File: src/hw/iosv_pkg.sv
package iosv_pkg;
  // timebase
  localparam int CLK_PERIOD_NS = 20;
  localparam int HUND_PERIOD_NS = 10000000;
  localparam int HUND_CYCLES_DFLT = HUND_PERIOD_NS / CLK_PERIOD_NS;
  localparam int MIN_HUNDREDTHS = 6000;
  // limits of the reminder intervals, minutes
  localparam logic [9:0] REM_DELAY_MAX = 10'h3e8;
  localparam logic [9:0] REM_INT_MAX = 10'h3e7;
  // timer input indices
  localparam int NUM_IN = 5;
  localparam int IN_TACHO = 0;
  localparam int IN_GATE = 1;
  localparam int IN_RCONF = 2;
  localparam int IN_PCONF = 3;
  localparam int IN_AUX = 4;
  // register byte offsets
  localparam int AXI_AW = 6;
  localparam logic [AXI_AW-1:0] OFS_INCFG = 6'h00;
  localparam logic [AXI_AW-1:0] OFS_REMCFG = 6'h04;
  localparam logic [AXI_AW-1:0] OFS_CHKCFG = 6'h08;
  localparam logic [AXI_AW-1:0] OFS_AUXCFG = 6'h0c;
  localparam logic [AXI_AW-1:0] OFS_REJCFG = 6'h10;
  localparam logic [AXI_AW-1:0] OFS_PCDLY = 6'h14;
  localparam logic [AXI_AW-1:0] OFS_IRQSTAT = 6'h18;
  localparam logic [AXI_AW-1:0] OFS_IRQMASK = 6'h1c;
  localparam logic [AXI_AW-1:0] OFS_STATE = 6'h20;
  // field positions
  localparam int IN_EN_LSB = 0;
  localparam int IN_POL_LSB = 8;
  localparam int GATE_TRAIL_BIT = 16;
  localparam int VAR_SPEED_BIT = 17;
  localparam int REM_DELAY_LSB = 0;
  localparam int REM_INT_LSB = 16;
  localparam int REM_EN_BIT = 31;
  localparam int AUX_SEL_LSB = 16;
  localparam int REJ_DUR_LSB = 16;
  // writable bits and reset values
  localparam logic [31:0] MASK_INCFG = 32'h0003_1f1f;
  localparam logic [31:0] MASK_REMCFG = 32'h83ff_03ff;
  localparam logic [31:0] MASK_CHKCFG = 32'h0000_ffff;
  localparam logic [31:0] MASK_AUXCFG = 32'h0007_ffff;
  localparam logic [31:0] MASK_REJCFG = 32'hffff_ffff;
  localparam logic [31:0] MASK_PCDLY = 32'h0000_ffff;
  localparam logic [31:0] RST_INCFG = 32'h0000_0000;
  localparam logic [31:0] RST_REMCFG = 32'h8014_0078;
  localparam logic [31:0] RST_CHKCFG = 32'h0000_0064;
  localparam logic [31:0] RST_AUXCFG = 32'h0000_00c8;
  localparam logic [31:0] RST_REJCFG = 32'h0032_0000;
  localparam logic [31:0] RST_PCDLY = 32'h0000_0000;
  // interrupt events
  localparam int NUM_EVT = 5;
  localparam int EVT_WARN = 0;
  localparam int EVT_OVERDUE = 1;
  localparam int EVT_CONFIRM = 2;
  localparam int EVT_AUX = 3;
  localparam int EVT_REJECT = 4;
  localparam logic [1:0] RESP_OKAY = 2'h0;
  localparam logic [1:0] RESP_SLVERR = 2'h2;

  typedef enum logic [2:0] {
    AUX_NONE = 3'h0, AUX_WARN = 3'h1, AUX_FAULT = 3'h2, AUX_REJECT = 3'h3, AUX_ALARM = 3'h4
  } iosv_aux_sel_e;

  typedef enum logic [3:0] {
    REM_IDLE = 4'b0001, REM_COUNT = 4'b0010, REM_WARN = 4'b0100, REM_OVERDUE = 4'b1000
  } iosv_rem_e;

  typedef struct packed {
    logic [AXI_AW-1:0] awaddr;
    logic awvalid;
    logic [31:0] wdata;
    logic [3:0] wstrb;
    logic wvalid;
    logic bready;
    logic [AXI_AW-1:0] araddr;
    logic arvalid;
    logic rready;
  } iosv_axil_req_s;

  typedef struct packed {
    logic awready;
    logic wready;
    logic [1:0] bresp;
    logic bvalid;
    logic arready;
    logic [31:0] rdata;
    logic [1:0] rresp;
    logic rvalid;
  } iosv_axil_rsp_s;
endpackage

File: src/hw/iosv_input_cond.sv
`timescale 1ns/100ps
module iosv_input_cond #(
  parameter int N = 5
) (
  // clock and reset
  input wire logic clk_sys,
  input wire logic arst_n,
  // pins and settings
  input wire logic [N-1:0] pinRaw,
  input wire logic [N-1:0] inEn,
  input wire logic [N-1:0] inPolLow,
  // conditioned view
  output logic [N-1:0] level,
  output logic [N-1:0] rise,
  output logic [N-1:0] fall
);
  logic [N-1:0] sync1_ff, sync2_ff, level_ff, prev_ff;

  if (N < 1) begin : g_chk
    $error("iosv_input_cond needs at least one input");
  end

  always_ff @(posedge clk_sys or negedge arst_n) begin
    if (!arst_n) begin
      sync1_ff <= '0;
      sync2_ff <= '0;
    end else begin
      sync1_ff <= pinRaw;
      sync2_ff <= sync1_ff;
    end
  end

  // a disabled input reads as idle to everything downstream
  always_ff @(posedge clk_sys or negedge arst_n) begin
    if (!arst_n) begin
      level_ff <= '0;
      prev_ff <= '0;
    end else begin
      level_ff <= inEn & (sync2_ff ^ inPolLow); // [RL5] [RL7]
      prev_ff <= level_ff;
    end
  end

  assign level = level_ff;
  assign rise = level_ff & ~prev_ff;
  assign fall = ~level_ff & prev_ff;
endmodule

File: src/hw/iosv_down_timer.sv
`timescale 1ns/100ps
module iosv_down_timer #(
  parameter int WIDTH = 16
) (
  // clock and reset
  input wire logic clk_sys,
  input wire logic arst_n,
  // control
  input wire logic load,
  input wire logic stop,
  input wire logic tick,
  input wire logic [WIDTH-1:0] value,
  // status
  output logic running,
  output logic expire
);
  logic [WIDTH-1:0] cnt_ff;
  logic running_ff, expire_ff;

  if (WIDTH < 2) begin : g_chk
    $error("iosv_down_timer needs WIDTH of at least 2");
  end

  // zero is served as one tick so no interval is shorter than a unit
  always_ff @(posedge clk_sys or negedge arst_n) begin
    if (!arst_n) begin
      cnt_ff <= '0;
      running_ff <= 1'b0;
      expire_ff <= 1'b0;
    end else begin
      expire_ff <= 1'b0;
      if (stop) begin
        running_ff <= 1'b0;
      end else if (load) begin
        cnt_ff <= (value == '0) ? WIDTH'(1) : value;
        running_ff <= 1'b1;
      end else if (running_ff && tick) begin
        if (cnt_ff == WIDTH'(1)) begin
          running_ff <= 1'b0;
          expire_ff <= 1'b1;
        end else begin
          cnt_ff <= cnt_ff - WIDTH'(1);
        end
      end
    end
  end

  assign running = running_ff;
  assign expire = expire_ff;
endmodule

File: src/hw/iosv_supervisor.sv
// Summary of operation
// RL1: reminder has enable and 1-1000 minute delay
// RL2: delay expiry raises warning relay, inspection continues
// RL3: further interval raises fault relay, flags overdue
// RL4: select-key acknowledge clears the overdue flag
// RL5: per-input enable and polarity; disabled inputs ignored
// RL6: five conditioned inputs: tacho, gate, confirms, aux
// RL7: polarity set so idle reads 0, blocked 1
// RL8: gating photocell triggers on chosen edge
// RL9: reject starts two confirm check timers
// RL10: missed confirm latches fault until detector reset
// RL11: only enabled confirm inputs can cause faults
// RL12: aux must stay active for active time
// RL13: aux drives one of five relay choices
// RL14: delays in tacho pulses or hundredths
// RL15: prescaled timebase; counters clear; reminder runs from reset
`timescale 1ns/100ps
module iosv_supervisor #(
  parameter int HUND_CYCLES = iosv_pkg::HUND_CYCLES_DFLT,
  parameter int MIN_HUND = iosv_pkg::MIN_HUNDREDTHS
) (
  // clock and reset
  input wire logic clk_sys,
  input wire logic arst_n,
  // register bus
  input wire iosv_pkg::iosv_axil_req_s axiReq,
  output iosv_pkg::iosv_axil_rsp_s axiRsp,
  // field pins
  input wire logic [iosv_pkg::NUM_IN-1:0] timerPinRaw,
  input wire logic selectKeyIn,
  input wire logic detResetIn,
  // from detection logic
  input wire logic metalDetect,
  // relays and flags
  output logic warnRelay,
  output logic faultRelay,
  output logic rejectRelay,
  output logic alarmRelay,
  output logic sampleOverdue,
  output logic irq
);
  import iosv_pkg::*;

  localparam int HW = $clog2(HUND_CYCLES);
  localparam int MW = $clog2(MIN_HUND);

  if (HUND_CYCLES < 2 || MIN_HUND < 2) begin : g_chk
    $error("iosv_supervisor timebase counts must be at least 2");
  end

  function automatic logic [31:0] strbMask(input logic [3:0] strb);
    return {{8{strb[3]}}, {8{strb[2]}}, {8{strb[1]}}, {8{strb[0]}}};
  endfunction

  function automatic logic [31:0] wrMerge(input logic [31:0] old, input logic [31:0] dat,
                                          input logic [3:0] strb, input logic [31:0] msk);
    logic [31:0] m;
    m = strbMask(strb) & msk;
    return (old & ~m) | (dat & m);
  endfunction

  function automatic logic [9:0] clampMax(input logic [9:0] v, input logic [9:0] mx);
    return (v > mx) ? mx : v;
  endfunction

  // bus slave
  logic awHeld_ff, wHeld_ff, bvalid_ff, rvalid_ff;
  logic [AXI_AW-1:0] awAddr_ff;
  logic [31:0] wData_ff, rdata_ff, rdMux;
  logic [3:0] wStrb_ff;
  logic [1:0] bresp_ff, rresp_ff;
  logic doWrite, awTake, wTake, arTake, rdHit, wrHit;

  assign awTake = axiReq.awvalid && !awHeld_ff && !bvalid_ff;
  assign wTake = axiReq.wvalid && !wHeld_ff && !bvalid_ff;
  assign arTake = axiReq.arvalid && !rvalid_ff;
  assign doWrite = awHeld_ff && wHeld_ff;

  always_ff @(posedge clk_sys or negedge arst_n) begin
    if (!arst_n) begin
      awHeld_ff <= 1'b0;
      wHeld_ff <= 1'b0;
      awAddr_ff <= '0;
      wData_ff <= '0;
      wStrb_ff <= '0;
      bvalid_ff <= 1'b0;
      bresp_ff <= RESP_OKAY;
    end else begin
      if (awTake) begin
        awHeld_ff <= 1'b1;
        awAddr_ff <= axiReq.awaddr;
      end
      if (wTake) begin
        wHeld_ff <= 1'b1;
        wData_ff <= axiReq.wdata;
        wStrb_ff <= axiReq.wstrb;
      end
      if (doWrite) begin
        awHeld_ff <= 1'b0;
        wHeld_ff <= 1'b0;
        bvalid_ff <= 1'b1;
        bresp_ff <= wrHit ? RESP_OKAY : RESP_SLVERR;
      end else if (axiReq.bready) begin
        bvalid_ff <= 1'b0;
      end
    end
  end

  // configuration registers
  logic [31:0] inCfg_ff, remCfg_ff, chkCfg_ff, auxCfg_ff, rejCfg_ff, pcDly_ff;
  logic [NUM_EVT-1:0] stat_ff, mask_ff, evt, statClr;
  logic [AXI_AW-1:0] wa;

  assign wa = {awAddr_ff[AXI_AW-1:2], 2'b00};
  assign wrHit = (wa <= OFS_IRQMASK);

  always_ff @(posedge clk_sys or negedge arst_n) begin
    if (!arst_n) begin
      inCfg_ff <= RST_INCFG;
      remCfg_ff <= RST_REMCFG;
      chkCfg_ff <= RST_CHKCFG;
      auxCfg_ff <= RST_AUXCFG;
      rejCfg_ff <= RST_REJCFG;
      pcDly_ff <= RST_PCDLY;
      mask_ff <= '0;
    end else if (doWrite) begin
      unique case (wa)
        OFS_INCFG: inCfg_ff <= wrMerge(inCfg_ff, wData_ff, wStrb_ff, MASK_INCFG);
        OFS_REMCFG: remCfg_ff <= wrMerge(remCfg_ff, wData_ff, wStrb_ff, MASK_REMCFG);
        OFS_CHKCFG: chkCfg_ff <= wrMerge(chkCfg_ff, wData_ff, wStrb_ff, MASK_CHKCFG);
        OFS_AUXCFG: auxCfg_ff <= wrMerge(auxCfg_ff, wData_ff, wStrb_ff, MASK_AUXCFG);
        OFS_REJCFG: rejCfg_ff <= wrMerge(rejCfg_ff, wData_ff, wStrb_ff, MASK_REJCFG);
        OFS_PCDLY: pcDly_ff <= wrMerge(pcDly_ff, wData_ff, wStrb_ff, MASK_PCDLY);
        OFS_IRQMASK: mask_ff <= NUM_EVT'(wrMerge({27'h0, mask_ff}, wData_ff, wStrb_ff,
                                                 32'h0000_001f));
        default: ;
      endcase
    end
  end

  // write-one-to-clear, a new event in the same cycle survives
  assign statClr = (doWrite && wa == OFS_IRQSTAT) ?
                   NUM_EVT'(wData_ff & strbMask(wStrb_ff)) : '0;

  always_ff @(posedge clk_sys or negedge arst_n) begin
    if (!arst_n) begin
      stat_ff <= '0;
      irq <= 1'b0;
    end else begin
      stat_ff <= (stat_ff & ~statClr) | evt;
      irq <= |(stat_ff & mask_ff);
    end
  end

  // field views
  logic [NUM_IN-1:0] inEn, condLvl, condRise, condFall;
  logic gateTrail, varSpeed, remEn;
  logic [9:0] remDelay, remInt;
  iosv_aux_sel_e auxSel;

  assign inEn = inCfg_ff[IN_EN_LSB +: NUM_IN];
  assign gateTrail = inCfg_ff[GATE_TRAIL_BIT];
  assign varSpeed = inCfg_ff[VAR_SPEED_BIT];
  assign remEn = remCfg_ff[REM_EN_BIT];
  assign remDelay = clampMax(remCfg_ff[REM_DELAY_LSB +: 10], REM_DELAY_MAX); // [RL1]
  assign remInt = clampMax(remCfg_ff[REM_INT_LSB +: 10], REM_INT_MAX);
  assign auxSel = iosv_aux_sel_e'(auxCfg_ff[AUX_SEL_LSB +: 3]);

  // five inputs only; the sixth timer input is left out on purpose
  iosv_input_cond #(.N(NUM_IN)) u_cond ( // [RL5] [RL6]
    .clk_sys(clk_sys),
    .arst_n(arst_n),
    .pinRaw(timerPinRaw),
    .inEn(inEn),
    .inPolLow(inCfg_ff[IN_POL_LSB +: NUM_IN]),
    .level(condLvl),
    .rise(condRise),
    .fall(condFall)
  );

  // operator pins
  logic selS1_ff, selS2_ff, selPrev_ff, rstS1_ff, rstS2_ff, selAck, detRst;

  always_ff @(posedge clk_sys or negedge arst_n) begin
    if (!arst_n) begin
      selS1_ff <= 1'b0;
      selS2_ff <= 1'b0;
      selPrev_ff <= 1'b0;
      rstS1_ff <= 1'b0;
      rstS2_ff <= 1'b0;
    end else begin
      selS1_ff <= selectKeyIn;
      selS2_ff <= selS1_ff;
      selPrev_ff <= selS2_ff;
      rstS1_ff <= detResetIn;
      rstS2_ff <= rstS1_ff;
    end
  end

  assign selAck = selS2_ff && !selPrev_ff;
  assign detRst = rstS2_ff;

  // timebase
  logic [HW-1:0] hundCnt_ff;
  logic [MW-1:0] minCnt_ff;
  logic hundTick, minTick;

  assign hundTick = (hundCnt_ff == HW'(HUND_CYCLES - 1));
  assign minTick = hundTick && (minCnt_ff == MW'(MIN_HUND - 1));

  always_ff @(posedge clk_sys or negedge arst_n) begin
    if (!arst_n) begin
      hundCnt_ff <= '0;
      minCnt_ff <= '0;
    end else begin
      hundCnt_ff <= hundTick ? '0 : hundCnt_ff + HW'(1); // [RL15]
      if (hundTick) begin
        minCnt_ff <= minTick ? '0 : minCnt_ff + MW'(1);
      end
    end
  end

  // sample test reminder
  iosv_rem_e remState_ff, nxt_remState;
  logic remLoad, remStop, remExpire;
  logic [9:0] remValue;

  always_comb begin
    nxt_remState = remState_ff;
    remLoad = 1'b0;
    remValue = remDelay;
    unique case (remState_ff)
      REM_IDLE: begin
        if (remEn) begin
          nxt_remState = REM_COUNT;
          remLoad = 1'b1;
        end
      end
      REM_COUNT: begin
        if (!remEn) begin
          nxt_remState = REM_IDLE;
        end else if (remExpire) begin
          nxt_remState = REM_WARN; // [RL2]
          remLoad = 1'b1;
          remValue = remInt;
        end
      end
      REM_WARN: begin
        if (!remEn) begin
          nxt_remState = REM_IDLE;
        end else if (selAck) begin
          nxt_remState = REM_COUNT;
          remLoad = 1'b1;
        end else if (remExpire) begin
          nxt_remState = REM_OVERDUE; // [RL3]
        end
      end
      REM_OVERDUE: begin
        if (!remEn) begin
          nxt_remState = REM_IDLE;
        end else if (selAck) begin
          nxt_remState = REM_COUNT; // [RL4]
          remLoad = 1'b1;
        end
      end
    endcase
  end

  assign remStop = (nxt_remState == REM_IDLE);

  // reset leaves IDLE and starts counting at once when enabled
  always_ff @(posedge clk_sys or negedge arst_n) begin
    if (!arst_n) begin
      remState_ff <= REM_IDLE; // [RL15]
    end else begin
      remState_ff <= nxt_remState;
    end
  end

  iosv_down_timer #(.WIDTH(10)) u_rem (
    .clk_sys(clk_sys),
    .arst_n(arst_n),
    .load(remLoad),
    .stop(remStop),
    .tick(minTick),
    .value(remValue),
    .running(),
    .expire(remExpire)
  );

  // reject sequence; gated systems start from the chosen photocell edge
  logic gateEn, gateTrig, metalPend_ff, rejStart, unitTick, dlyExpire, durRun, rejRise;
  logic rejPrev_ff;

  assign gateEn = inEn[IN_GATE];
  assign gateTrig = gateTrail ? condFall[IN_GATE] : condRise[IN_GATE]; // [RL8]
  assign rejStart = gateEn ? (gateTrig && (metalPend_ff || metalDetect)) : metalDetect;
  assign unitTick = varSpeed ? condRise[IN_TACHO] : hundTick; // [RL14]

  always_ff @(posedge clk_sys or negedge arst_n) begin
    if (!arst_n) begin
      metalPend_ff <= 1'b0;
    end else if (rejStart || !gateEn) begin
      metalPend_ff <= 1'b0;
    end else if (metalDetect) begin
      metalPend_ff <= 1'b1;
    end
  end

  iosv_down_timer #(.WIDTH(16)) u_rej_dly (
    .clk_sys(clk_sys),
    .arst_n(arst_n),
    .load(rejStart),
    .stop(1'b0),
    .tick(unitTick),
    .value(gateEn ? pcDly_ff[15:0] : rejCfg_ff[15:0]), // [RL14]
    .running(),
    .expire(dlyExpire)
  );

  iosv_down_timer #(.WIDTH(16)) u_rej_dur (
    .clk_sys(clk_sys),
    .arst_n(arst_n),
    .load(dlyExpire),
    .stop(1'b0),
    .tick(hundTick),
    .value(rejCfg_ff[REJ_DUR_LSB +: 16]),
    .running(durRun),
    .expire()
  );

  // confirm check timers
  logic rcRun, rcExp, pcExp, faultLatch_ff, confirmFault;

  assign rejRise = rejectRelay && !rejPrev_ff;

  iosv_down_timer #(.WIDTH(16)) u_chk_rc (
    .clk_sys(clk_sys),
    .arst_n(arst_n),
    .load(rejRise), // [RL9]
    .stop(condLvl[IN_RCONF]),
    .tick(hundTick),
    .value(chkCfg_ff[15:0]),
    .running(rcRun),
    .expire(rcExp)
  );

  iosv_down_timer #(.WIDTH(16)) u_chk_pc (
    .clk_sys(clk_sys),
    .arst_n(arst_n),
    .load(rejRise), // [RL9]
    .stop(condLvl[IN_PCONF]),
    .tick(hundTick),
    .value(chkCfg_ff[15:0]),
    .running(),
    .expire(pcExp)
  );

  assign confirmFault = (rcExp && inEn[IN_RCONF]) || (pcExp && inEn[IN_PCONF]); // [RL11]

  always_ff @(posedge clk_sys or negedge arst_n) begin
    if (!arst_n) begin
      faultLatch_ff <= 1'b0;
      rejPrev_ff <= 1'b0;
    end else begin
      rejPrev_ff <= rejectRelay;
      if (confirmFault) begin
        faultLatch_ff <= 1'b1; // [RL10]
      end else if (detRst) begin
        faultLatch_ff <= 1'b0;
      end
    end
  end

  // auxiliary qualification
  logic auxAct, auxRun, auxExp, auxQual_ff;

  assign auxAct = condLvl[IN_AUX];

  iosv_down_timer #(.WIDTH(16)) u_aux (
    .clk_sys(clk_sys),
    .arst_n(arst_n),
    .load(auxAct && !auxRun && !auxQual_ff && !auxExp),
    .stop(!auxAct), // [RL12]
    .tick(hundTick),
    .value(auxCfg_ff[15:0]),
    .running(auxRun),
    .expire(auxExp)
  );

  always_ff @(posedge clk_sys or negedge arst_n) begin
    if (!arst_n) begin
      auxQual_ff <= 1'b0;
    end else if (!auxAct) begin
      auxQual_ff <= 1'b0; // [RL12]
    end else if (auxExp) begin
      auxQual_ff <= 1'b1;
    end
  end

  // relay drivers
  always_ff @(posedge clk_sys or negedge arst_n) begin
    if (!arst_n) begin
      warnRelay <= 1'b0;
      faultRelay <= 1'b0;
      rejectRelay <= 1'b0;
      alarmRelay <= 1'b0;
      sampleOverdue <= 1'b0;
    end else begin
      warnRelay <= (remState_ff == REM_WARN) || (remState_ff == REM_OVERDUE) ||
                   (auxQual_ff && auxSel == AUX_WARN); // [RL2] [RL13]
      faultRelay <= faultLatch_ff || (remState_ff == REM_OVERDUE) ||
                    (auxQual_ff && auxSel == AUX_FAULT); // [RL3] [RL10]
      rejectRelay <= durRun || (auxQual_ff && auxSel == AUX_REJECT);
      alarmRelay <= auxQual_ff && auxSel == AUX_ALARM; // [RL13]
      sampleOverdue <= (remState_ff == REM_OVERDUE); // [RL4]
    end
  end

  assign evt[EVT_WARN] = (remState_ff == REM_COUNT) && (nxt_remState == REM_WARN);
  assign evt[EVT_OVERDUE] = (remState_ff == REM_WARN) && (nxt_remState == REM_OVERDUE);
  assign evt[EVT_CONFIRM] = confirmFault;
  assign evt[EVT_AUX] = auxExp && auxAct;
  assign evt[EVT_REJECT] = rejRise;

  // register read
  always_comb begin
    rdHit = 1'b1;
    unique case ({axiReq.araddr[AXI_AW-1:2], 2'b00})
      OFS_INCFG: rdMux = inCfg_ff;
      OFS_REMCFG: rdMux = remCfg_ff;
      OFS_CHKCFG: rdMux = chkCfg_ff;
      OFS_AUXCFG: rdMux = auxCfg_ff;
      OFS_REJCFG: rdMux = rejCfg_ff;
      OFS_PCDLY: rdMux = pcDly_ff;
      OFS_IRQSTAT: rdMux = {27'h0, stat_ff};
      OFS_IRQMASK: rdMux = {27'h0, mask_ff};
      OFS_STATE: rdMux = {12'h0, remState_ff, 1'b0, faultLatch_ff, auxQual_ff,
                          sampleOverdue, alarmRelay, rejectRelay, faultRelay, warnRelay,
                          3'h0, condLvl};
      default: begin
        rdMux = 32'h0;
        rdHit = 1'b0;
      end
    endcase
  end

  always_ff @(posedge clk_sys or negedge arst_n) begin
    if (!arst_n) begin
      rvalid_ff <= 1'b0;
      rdata_ff <= '0;
      rresp_ff <= RESP_OKAY;
    end else if (arTake) begin
      rvalid_ff <= 1'b1;
      rdata_ff <= rdMux;
      rresp_ff <= rdHit ? RESP_OKAY : RESP_SLVERR;
    end else if (axiReq.rready) begin
      rvalid_ff <= 1'b0;
    end
  end

  assign axiRsp.awready = !awHeld_ff && !bvalid_ff;
  assign axiRsp.wready = !wHeld_ff && !bvalid_ff;
  assign axiRsp.bvalid = bvalid_ff;
  assign axiRsp.bresp = bresp_ff;
  assign axiRsp.arready = !rvalid_ff;
  assign axiRsp.rvalid = rvalid_ff;
  assign axiRsp.rdata = rdata_ff;
  assign axiRsp.rresp = rresp_ff;
endmodule

File: config.mk
export PLATFORM = sky130hd
export DESIGN_NAME = iosv_supervisor
export DESIGN_NICKNAME = d
export VERILOG_FILES = /design/src/hw/iosv_pkg.sv /design/src/hw/iosv_input_cond.sv /design/src/hw/iosv_down_timer.sv /design/src/hw/iosv_supervisor.sv
export SDC_FILE = /design/constraint.sdc
export NUM_CORES = 1
export LEC_CHECK = 0
export BUFFER_PORTS_ARGS = -buffer_cell sky130_fd_sc_hd__buf_2
export CELL_PAD_IN_SITES_DETAIL_PLACEMENT = 1
export CELL_PAD_IN_SITES_GLOBAL_PLACEMENT = 1
export CORE_MARGIN = 2
export CORE_UTILIZATION = 45
export CTS_CLUSTER_DIAMETER = 50
export DETAILED_ROUTE_END_ITERATION = 12
export GPL_TIMING_DRIVEN = 0
export MAX_ROUTING_LAYER = met4
export PLACE_DENSITY_LB_ADDON = 0.1
export SYNTH_ARGS = -nofsm -noshare
export SYNTH_HDL_FRONTEND = slang
export SYNTH_SLANG_ARGS = --single-unit
export TNS_END_PERCENT = 1
File: constraint.sdc
create_clock -name clk_sys -period 5.2 [get_ports clk_sys]
set_clock_uncertainty 0.2 [all_clocks]
set_input_delay 0.26 -clock clk_sys [delete_from_list [all_inputs] [get_ports clk_sys]]
set_output_delay 0.26 -clock clk_sys [all_outputs]
set_load 0.005 [all_outputs]
==> results_dict.tcl, run 1 <==
set metrics [dict create \
    synth_area_leaders "dfrtp_1 50%, mux2_2 11%, nor2_1 2.9%, nand2_1 2.8%, a21oi_1 2.6%" \
    outcome "completed" \
    floorplan.initialDensity 0.453 \
    ys_types 80 \
    cp-start-kind "register" \
    clkLatencyLatePin_ns 0.60 \
    drt_iter0_markers 937 \
    synthCells 1686 \
    portBuffers 101 \
    slew_headroom 0.244 \
    ys_async_sr_fraction 1.00 \
    dp_slack_ns 1.64 \
    yosysWarnings 0 \
    clk_pin_slew_ns 0.05 \
    drv_cap 0 \
    hold_viol_final 0 \
    power_density_nw_per_um2 534 \
    synthTopCellsByCount "356 x dfrtp_1, 171 x mux2_2, 139 x nor2_1" \
    setup-violations-final 0 \
    grt_max_degree 120 \
    max_freq_ghz 0.292 \
    seq_area_frac_synth 0.523 \
    antenna_left 0 \
    post-route-period-util 0.658 \
    first_global_vias 15800 \
    worstHoldPathType "in -> async" \
    cts_tree "done" \
    critPathKind "reg -> reg" \
    avgSynthCellArea_sq_um 10.6 \
    maxSlewViolCount 0 \
    grt_setup_unrepaired "false" \
    vias_per_cell 6.04 \
    rows 73 \
    synth_largest_area_cell "dfrtp_1" \
    grt_pass1_wl_mm 94.5 \
    gp_congestion 0.936 \
    cp.required_ns 5.44 \
    root_buffer "clkbuf_16" \
    dp_hpwl_mm 43.3 \
    fillers 4321 \
    coreArea_sq_um 39500 \
    synth.cell_area_sq_um 17900 \
    fin_setup_tns_ns 0 \
    cts_setup_buffers 0 \
    syn2layout_area_growth_pct 19.6 \
    crit_arrival_ns 3.66 \
    h-tree-depth 2 \
    dieArea_sq_um 41400 \
    cts_buffers 48 \
    critical_path.max_fanout 9 \
    fin_ws_ns 1.78 \
    dieWidth_microns 203 \
    fin_nets 1970 \
    post-route-drc-count 0 \
    end_kind "register" \
    period_needed_ns 3.42 \
    vias 14800 \
    synth.most_common_cell "dfrtp_1" \
    ys.flop_type "dfrtp_1" \
    tightest_slew_ns 1.12 \
    num_io_pins 110 \
    drive_gt1_frac 0.202 \
    wl_per_cell_microns 24.9 \
    fp.dieH_microns 203 \
    synth_top_area_frac 0.498 \
    ys_ff_latch 373 \
    clk_path_buf_depth 3 \
    grtUsageTotal 0.309 \
    ir_worst_vdd_mv 0.325 \
    antenna_found_initial 1 \
    grt_remaining_overflow 0 \
    first_pass_iters 5 \
    p_leak_nw 9.53 \
    wirelength_mm 61.1 \
    synth-edff-count 0 \
    clock_sinks 373 \
]
==> final cells by class <==
cell class	count	area [sq um]	share of cell area
Clock buffer	69	1350	0.0631
Clock inverter	20	360	0.0168
Inverter	36	135	0.00632
Buffer	81	319	0.0149
Tap cell	525	657	0.0307
Timing Repair Buffer	156	1130	0.0528
Multi-Input combinational cell	1197	8090	0.378
Antenna cell	1	2.50	0.000117
Sequential cell	373	9360	0.437
==> report_power, final <==
part / total (mW) / internal (mW) / switching, mW
clock network: 3.61 / 2.26 / 1.35
registers: 5.04 / 3.80 / 1.24
logic: 2.78 / 1.30 / 1.48
total: 11.4 / 7.35 / 4.07
==> path summary, 6_finish.rpt <==
path,from,endpoint,slack [ns],cells after the start
min,arst_n,u_chk_pc.cnt_ff[15],0.07,3
max reg2reg,hundCnt_ff[5],u_rej_dur.cnt_ff[8],1.78,6
max,hundCnt_ff[5],u_rej_dur.cnt_ff[8],1.78,6
min in group clk_sys,axiReq[46],awHeld_ff,0.07,4
max in group asynchronous,arst_n,asynchronous set/reset pin,4.11,3
min reg2reg,rstS1_ff,detRst,0.15,0
==> worst max-delay path, stage by stage (launching register included) <==
cell,delay [ns]
dfrtp_1,0.42
or4b_4,0.59
nor4_2,0.75
o2111ai_1,0.61
nor4_1,0.43
xnor2_1,0.18
o21ai_0,0.09
==> stage by stage <==
step	utilization	instances	area, sq um	hold WS, ns	total power, mW
final	0.542	2458	21400	0.0718	11.4
after global routing	0.542	2458	21400	0.0846	12.0
after CTS	0.542	2457	21400	0.0547	11.4
after detailed placement	0.485	2316	19100	-0.0558	7.72
after global placement	0.483	2313	19100	0.133	7.57
after floorplan	-	1687	17900	-0.236	6.45
==> cell families after synthesis <==
| kind of cell | after synthesis | share of synthesized area |
|---|---|---|
| xor+xnor | 64 | 0.0313 |
| flops | 373 | 0.523 |
| simple gates | 558 | 0.159 |
| mux | 182 | 0.115 |
| compound gates | 377 | 0.137 |
| other cells | 1 | 0.000210 |
| buf+inv | 117 | 0.0254 |
| fa+ha+maj | 14 | 0.00979 |
==> timing repair <==
| item | CTS | global route |
|---|---|---|
| resized for setup | 0 | 0 |
| hold buffers | 52 | 0 |
| endpoints found under the hold margin | 406 | 0 |
==> per-layer routing <==
layer | share of wire | track usage | vias to the layer above
li1 | - | - | 6607
met1 | 0.44 | 0.409 | 7677
met2 | 0.46 | 0.472 | 440
met3 | 0.061 | 0.0610 | 122
met4 | 0.037 | 0.117 | 0
met5 | 0 | - | -
==> layout by cell type (no fill, tap or decap), types with 8 or more instances in the layout <==
cell type      Yosys  final
a21o_1            25     25
o22a_1             8      8
buf_2              0    100
inv_1             35     35
clkbuf_16          0     48
a22oi_1           44     44
mux2_2           171    171
and2_1            14     14
nand4_1           15     15
nand3_1           49     49
dfstp_2           17     17
nor2_1           139    139
mux2i_1           10     10
and3_1            16     16
clkbuf_1          75     89
a222oi_1           8      8
nand2_1          132    132
a21oi_1           93     93
a211oi_1          14     14
nor2b_1           15     15
o21ai_0           92     92
nor3_1            42     41
dlygate4sd3_1      0     51
ha_1              14     14
nor4_1            48     48
xnor2_1           28     28
or4_1             18     18
bufinv_16          0      9
dfrtp_1          356    356
or3_1             16     16
a31oi_1           25     25
xor2_1            36     36
nand2b_1           9      9
No activity file was read; power rests on OpenSTA's default activity.
==> inputs of run 2 (changes only) <==
Clock period 5.2 ns to 3.35 ns, I/O delays scaled along.
==> results_dict.tcl, run 2 (synthesis gave the netlist of run 1 again) <==
set metrics [dict create \
    outcome "completed" \
    final_cell_mix "356 x dfrtp_1, 171 x mux2_2, 138 x nor2_1, 132 x nand2_1, 100 x buf_2" \
    critPathKind "reg -> reg" \
    dieArea_sq_um 41400 \
    syn2layout_area_growth_pct 20.0 \
    hp-start "timerPinRaw[4]" \
    vias 14800 \
    clock_sinks 373 \
    fin_nets 1977 \
    grt_max_degree 120 \
    ir_worst_vdd_mv 0.505 \
    antenna_found_initial 1 \
    antenna_left 0 \
    max_freq_ghz 0.309 \
    coreArea_sq_um 39500 \
    p_total_mw 17.7 \
    num_io_pins 110 \
    end_kind "register" \
    hold_slack_ns 0.0130 \
    hold_viol_final 0 \
    clk_pin_slew_ns 0.06 \
    dp_slack_ns -0.206 \
    fin_setup_tns_ns 0 \
    drive_gt1_frac 0.205 \
    rrSetupSlack_ns 0.11 \
    period_needed_ns 3.24 \
    p_leak_nw 9.56 \
    dieWidth_microns 203 \
    wirelength_mm 61.4 \
    maxSlewViolCount 0 \
    setup-violations-final 0 \
    cts_buffers 48 \
    drv_cap 0 \
    clk_path_buf_depth 3 \
    crit_path_end "u_rej_dly.cnt_ff[12]" \
    fp.dieH_microns 203 \
    first_global_vias 15800 \
    first_pass_iters 6 \
    wl_per_cell_microns 24.9 \
    grtUsageTotal 0.310 \
    reg2reg_to "u_rej_dly.cnt_ff[12]" \
    cts_tree "done" \
    h-tree-depth 2 \
    rr_worst_depth 6 \
    post-route-drc-count 0 \
    vias_per_cell 6.00 \
    cp.required_ns 3.60 \
    fin_ws_ns 0.113 \
    slew_headroom 0.252 \
    tightest_slew_ns 1.11 \
    clkLatencyLatePin_ns 0.60 \
    dp_hpwl_mm 43.3 \
    crit_arrival_ns 3.49 \
    post-route-period-util 0.966 \
    cp-start-kind "register" \
    drt_iter0_markers 955 \
    grt_setup_unrepaired "false" \
    startpoint "hundCnt_ff[10]" \
    root_buffer "clkbuf_16" \
    gp_congestion 0.936 \
    grt_remaining_overflow 0 \
    rows 73 \
    portBuffers 101 \
    grt_pass1_wl_mm 94.8 \
    power_density_nw_per_um2 826 \
    floorplan.initialDensity 0.453 \
    critical_path.max_fanout 8 \
    whs_path_depth 2 \
    layout_commonest_cell "dfrtp_1" \
    worstHoldPathType "in -> reg" \
    reg2reg_from "hundCnt_ff[10]" \
]
-- run 2: layer usage --
metal | routed length [microns] | GRT usage
met1 | 26600 | 0.409
met2 | 28200 | 0.474
met3 | 4300 | 0.0615
met4 | 2370 | 0.119
met5 | 0 | -
-- run 2: final cells by class --
type / count / area [sq um]
Sequential cell: 373 / 9360
Buffer: 81 / 319
Inverter: 36 / 135
Clock buffer: 69 / 1350
Fill cell: 4312 / 18000
Multi-Input combinational cell: 1197 / 8100
Clock inverter: 20 / 360
Timing Repair Buffer: 163 / 1190
Antenna cell: 1 / 2.50
Tap cell: 525 / 657
-- run 2: worst min path at each step --
stage | end | slack, ns
CTS | rstS1_ff | 0.005
floorplan | asynchronous set/reset pin | -0.33
global route | u_cond.sync1_ff[4] | 0.03
finish | u_cond.sync1_ff[4] | 0.01
detailed placement | u_chk_pc.cnt_ff[14] | -0.15
global placement | u_cond.sync1_ff[3] | 0.08
-- run 2: worst max-delay path, cell delays in order (launching register included) --
cell	delay, ns
dfrtp_1	0.42
or4b_4	0.61
or4_4	0.45
o21a_4	0.25
or4_4	0.55
o311a_1	0.30
a311o_1	0.33
-- run 2: what timing repair did --
| item | in CTS | in global routing |
|---|---|---|
| endpoints found under the setup margin | 24 | 41 |
| buffers inserted | 0 | 4 |
| hold buffers | 55 | 0 |
| hold endpoints to repair | 407 | 0 |
| cloned | 0 | 0 |
| resized for setup | 3 | 1 |
| pin swaps | 1 | 0 |
-- run 2: power breakdown --
part	switching (mW)	internal [mW]
Clock	2.08	3.51
Combinational	2.30	2.02
Sequential	1.93	5.89
Total	6.31	11.4
-- run 2: through the flow --
step	instances	util	cell area (sq um)
after detailed placement	2316	0.485	19100
after CTS	2460	0.543	21400
after global routing	2465	0.544	21500
after global placement	2313	0.483	19100
after floorplan	1687	-	17900
final	2465	0.544	21500
==> inputs of run 3 (changes only) <==
Settings changed: CORE_MARGIN 2 to 4, SYNTH_HIERARCHICAL set to 1.
==> results_dict.tcl, run 3 <==
set metrics [dict create \
    outcome "completed" \
    ir_worst_vdd_mv 0.664 \
    cp.required_ns 3.64 \
    grtUsageTotal 0.287 \
    share_comb_of_total_power 0.249 \
    cp-start-kind "register" \
    pwr-share-clk 0.321 \
    switchingPower_mw 6.30 \
    post-route-drc-count 0 \
    vias 16400 \
    grt_remaining_overflow 0 \
    clkLatencyLatePin_ns 0.61 \
    crit_arrival_ns 3.55 \
    final_cell_mix "356 x dfrtp_1, 188 x mux2_2, 138 x nand2_1, 117 x buf_2, 83 x nor2_1" \
    drive_gt1_frac 0.245 \
    slew_headroom 0.326 \
    grt_setup_unrepaired "true" \
    hold_viol_final 0 \
    synthCells 1792 \
    wirelength_mm 65.7 \
    first_pass_iters 5 \
    end_kind "register" \
    seqCellArea_sq_um 9360 \
    fin_area_sq_um 23200 \
    top_layer_used "met4" \
    dp_slack_ns -0.447 \
    antenna_left 0 \
    critical_path.max_fanout 10 \
    power_density_nw_per_um2 755 \
    cts_buffers 52 \
    placed_cell_area_sq_um 20800 \
    syn2layout_area_growth_pct 19.6 \
    coreArea_sq_um 42300 \
    maxSlewViolCount 0 \
    clk_pin_slew_ns 0.06 \
    first_global_vias 17200 \
    dieWidth_microns 216 \
    antenna_found_initial 1 \
    yosysWarnings 6 \
    h-tree-depth 2 \
    drt_iter0_markers 1204 \
    grt_max_degree 123 \
    clk_path_buf_depth 3 \
    slowest_stage "or4_1" \
    rrSetupSlack_ns 0.09 \
    tightest_slew_ns 1.00 \
    p_leak_nw 10.2 \
    portBuffers 102 \
    dp_cells 2485 \
    layout_commonest_cell "dfrtp_1" \
    clock_sinks 373 \
    worstHoldPathType "in -> async" \
    crit_path_cell_trace "buf_6 > or4b_4 > nor4_2 > buf_4 > nor2b_4 > nand3b_1 > or4_1 > a32o_1" \
    synth.cell_area_sq_um 19400 \
    rr_worst_depth 8 \
    max_freq_ghz 0.307 \
    gp_congestion 0.945 \
    reg2reg_from "minCnt_ff[4]" \
    setup-violations-final 0 \
    root_buffer "clkbuf_16" \
    vias_per_cell 6.20 \
    multiInputGateArea_sq_um 9460 \
    floorplan.initialDensity 0.458 \
    switching_share 0.360 \
    fin_nets 2103 \
    period_needed_ns 3.26 \
    fin_cells 2648 \
    rows 75 \
    fin_ws_ns 0.0889 \
    drt-met1-wl_mm 29.1 \
    finalCoreUtilization 0.548 \
    p_seq_frac 0.430 \
    fp.dieH_microns 216 \
    critPathMaxStageDelay_ns 0.55 \
    cts_tree "done" \
    met2_length_mm 32.1 \
    critPathKind "reg -> reg" \
    p_int_mw 11.2 \
    reg2reg_to "u_rem/cnt_ff[4]" \
    num_io_pins 110 \
    post-route-period-util 0.973 \
    fillers 4523 \
    drv_cap 0 \
    dieArea_sq_um 46500 \
    avgSynthCellArea_sq_um 10.8 \
    grt_pass1_wl_mm 103 \
    wl_per_cell_microns 24.8 \
    dp_hpwl_mm 45.4 \
    wl_met3_mm 2.73 \
]
==> run 3: cell count changes in the layout (fill, tap and decap cells not counted), moves of 18 or more <==
cell,change
clkbuf_1,-35
nand4_1,+25
inv_1,+26
xnor2_1,-18
o221ai_1,+29
xor2_1,-22
o21ai_0,-37
a21oi_1,-45
nor2_1,-55
==> run 3: power groups by stage <==
stage / sequential [mW] / combinational (mW) / clock (mW)
3_5_place_dp: 7.51 / 4.20 / 0
6_report: 7.53 / 4.36 / 5.62
5_1_grt: 7.65 / 4.78 / 5.92
4_1_cts: 7.45 / 4.32 / 5.70
2_1_floorplan: 6.66 / 3.15 / 0
3_3_place_gp: 7.44 / 4.04 / 0
==> run 3: metrics by stage <==
step	TNS (ns)	hold slack [ns]	total power, mW
global route	-0.0283	0.105	18.4
finish	0	0.0630	17.5
global placement	-2044.36	0.0756	11.5
detailed placement	-6.81	-0.170	11.7
floorplan	0	-0.328	9.82
CTS	0	0.0545	17.5
==> run 3: final cells by class <==
cell class | count | share of cell area
inverter | 67 | 0.0111
clock buffer | 71 | 0.0644
buffer | 80 | 0.0171
antenna | 2 | 0.000216
clock inverter | 26 | 0.0115
timing repair buffer | 170 | 0.0538
sequential | 373 | 0.403
multi-input combinational | 1282 | 0.408
tap | 577 | 0.0311
==> run 3: per-layer routing <==
layer | vias to the layer above | GRT usage
met3 | 111 | 0.0311
met1 | 8565 | 0.384
met4 | 0 | 0.0852
met2 | 429 | 0.465
li1 | 7321 | -
met5 | - | -
==> run 3: worst max path at each step <==
stage | start | endpoint | slack, ns | depth (start not counted)
2_1_floorplan | minCnt_ff[4] | u_rem/cnt_ff[4] | 0.42 | 8
3_3_place_gp | arst_n | u_rem/running | -5.64 | 1
3_5_place_dp | hundCnt_ff[10] | u_rej_dly/cnt_ff[15] | -0.45 | 10
4_1_cts | hundCnt_ff[10] | u_rej_dly/cnt_ff[15] | 0.005 | 9
5_1_grt | remState_ff[1] | u_rem/cnt_ff[3] | -0.02 | 10
6_report | minCnt_ff[4] | u_rem/cnt_ff[4] | 0.09 | 8
==> run 3: critical path: cells and delay by family, from the launching register on <==
family	cells	cell delay [ns]
simple gates	5	1.93
buf+inv	2	0.37
flops	1	0.37
compound gates	1	0.27
==> run 3: repair_timing <==
| action | CTS | global route |
|---|---|---|
| gates resized for setup | 10 | 2 |
| hold endpoints to repair | 302 | 0 |
| setup buffers | 0 | 2 |
| hold buffers | 63 | 0 |
| pin swaps | 0 | 3 |
| endpoints found under the setup margin | 50 | 53 |
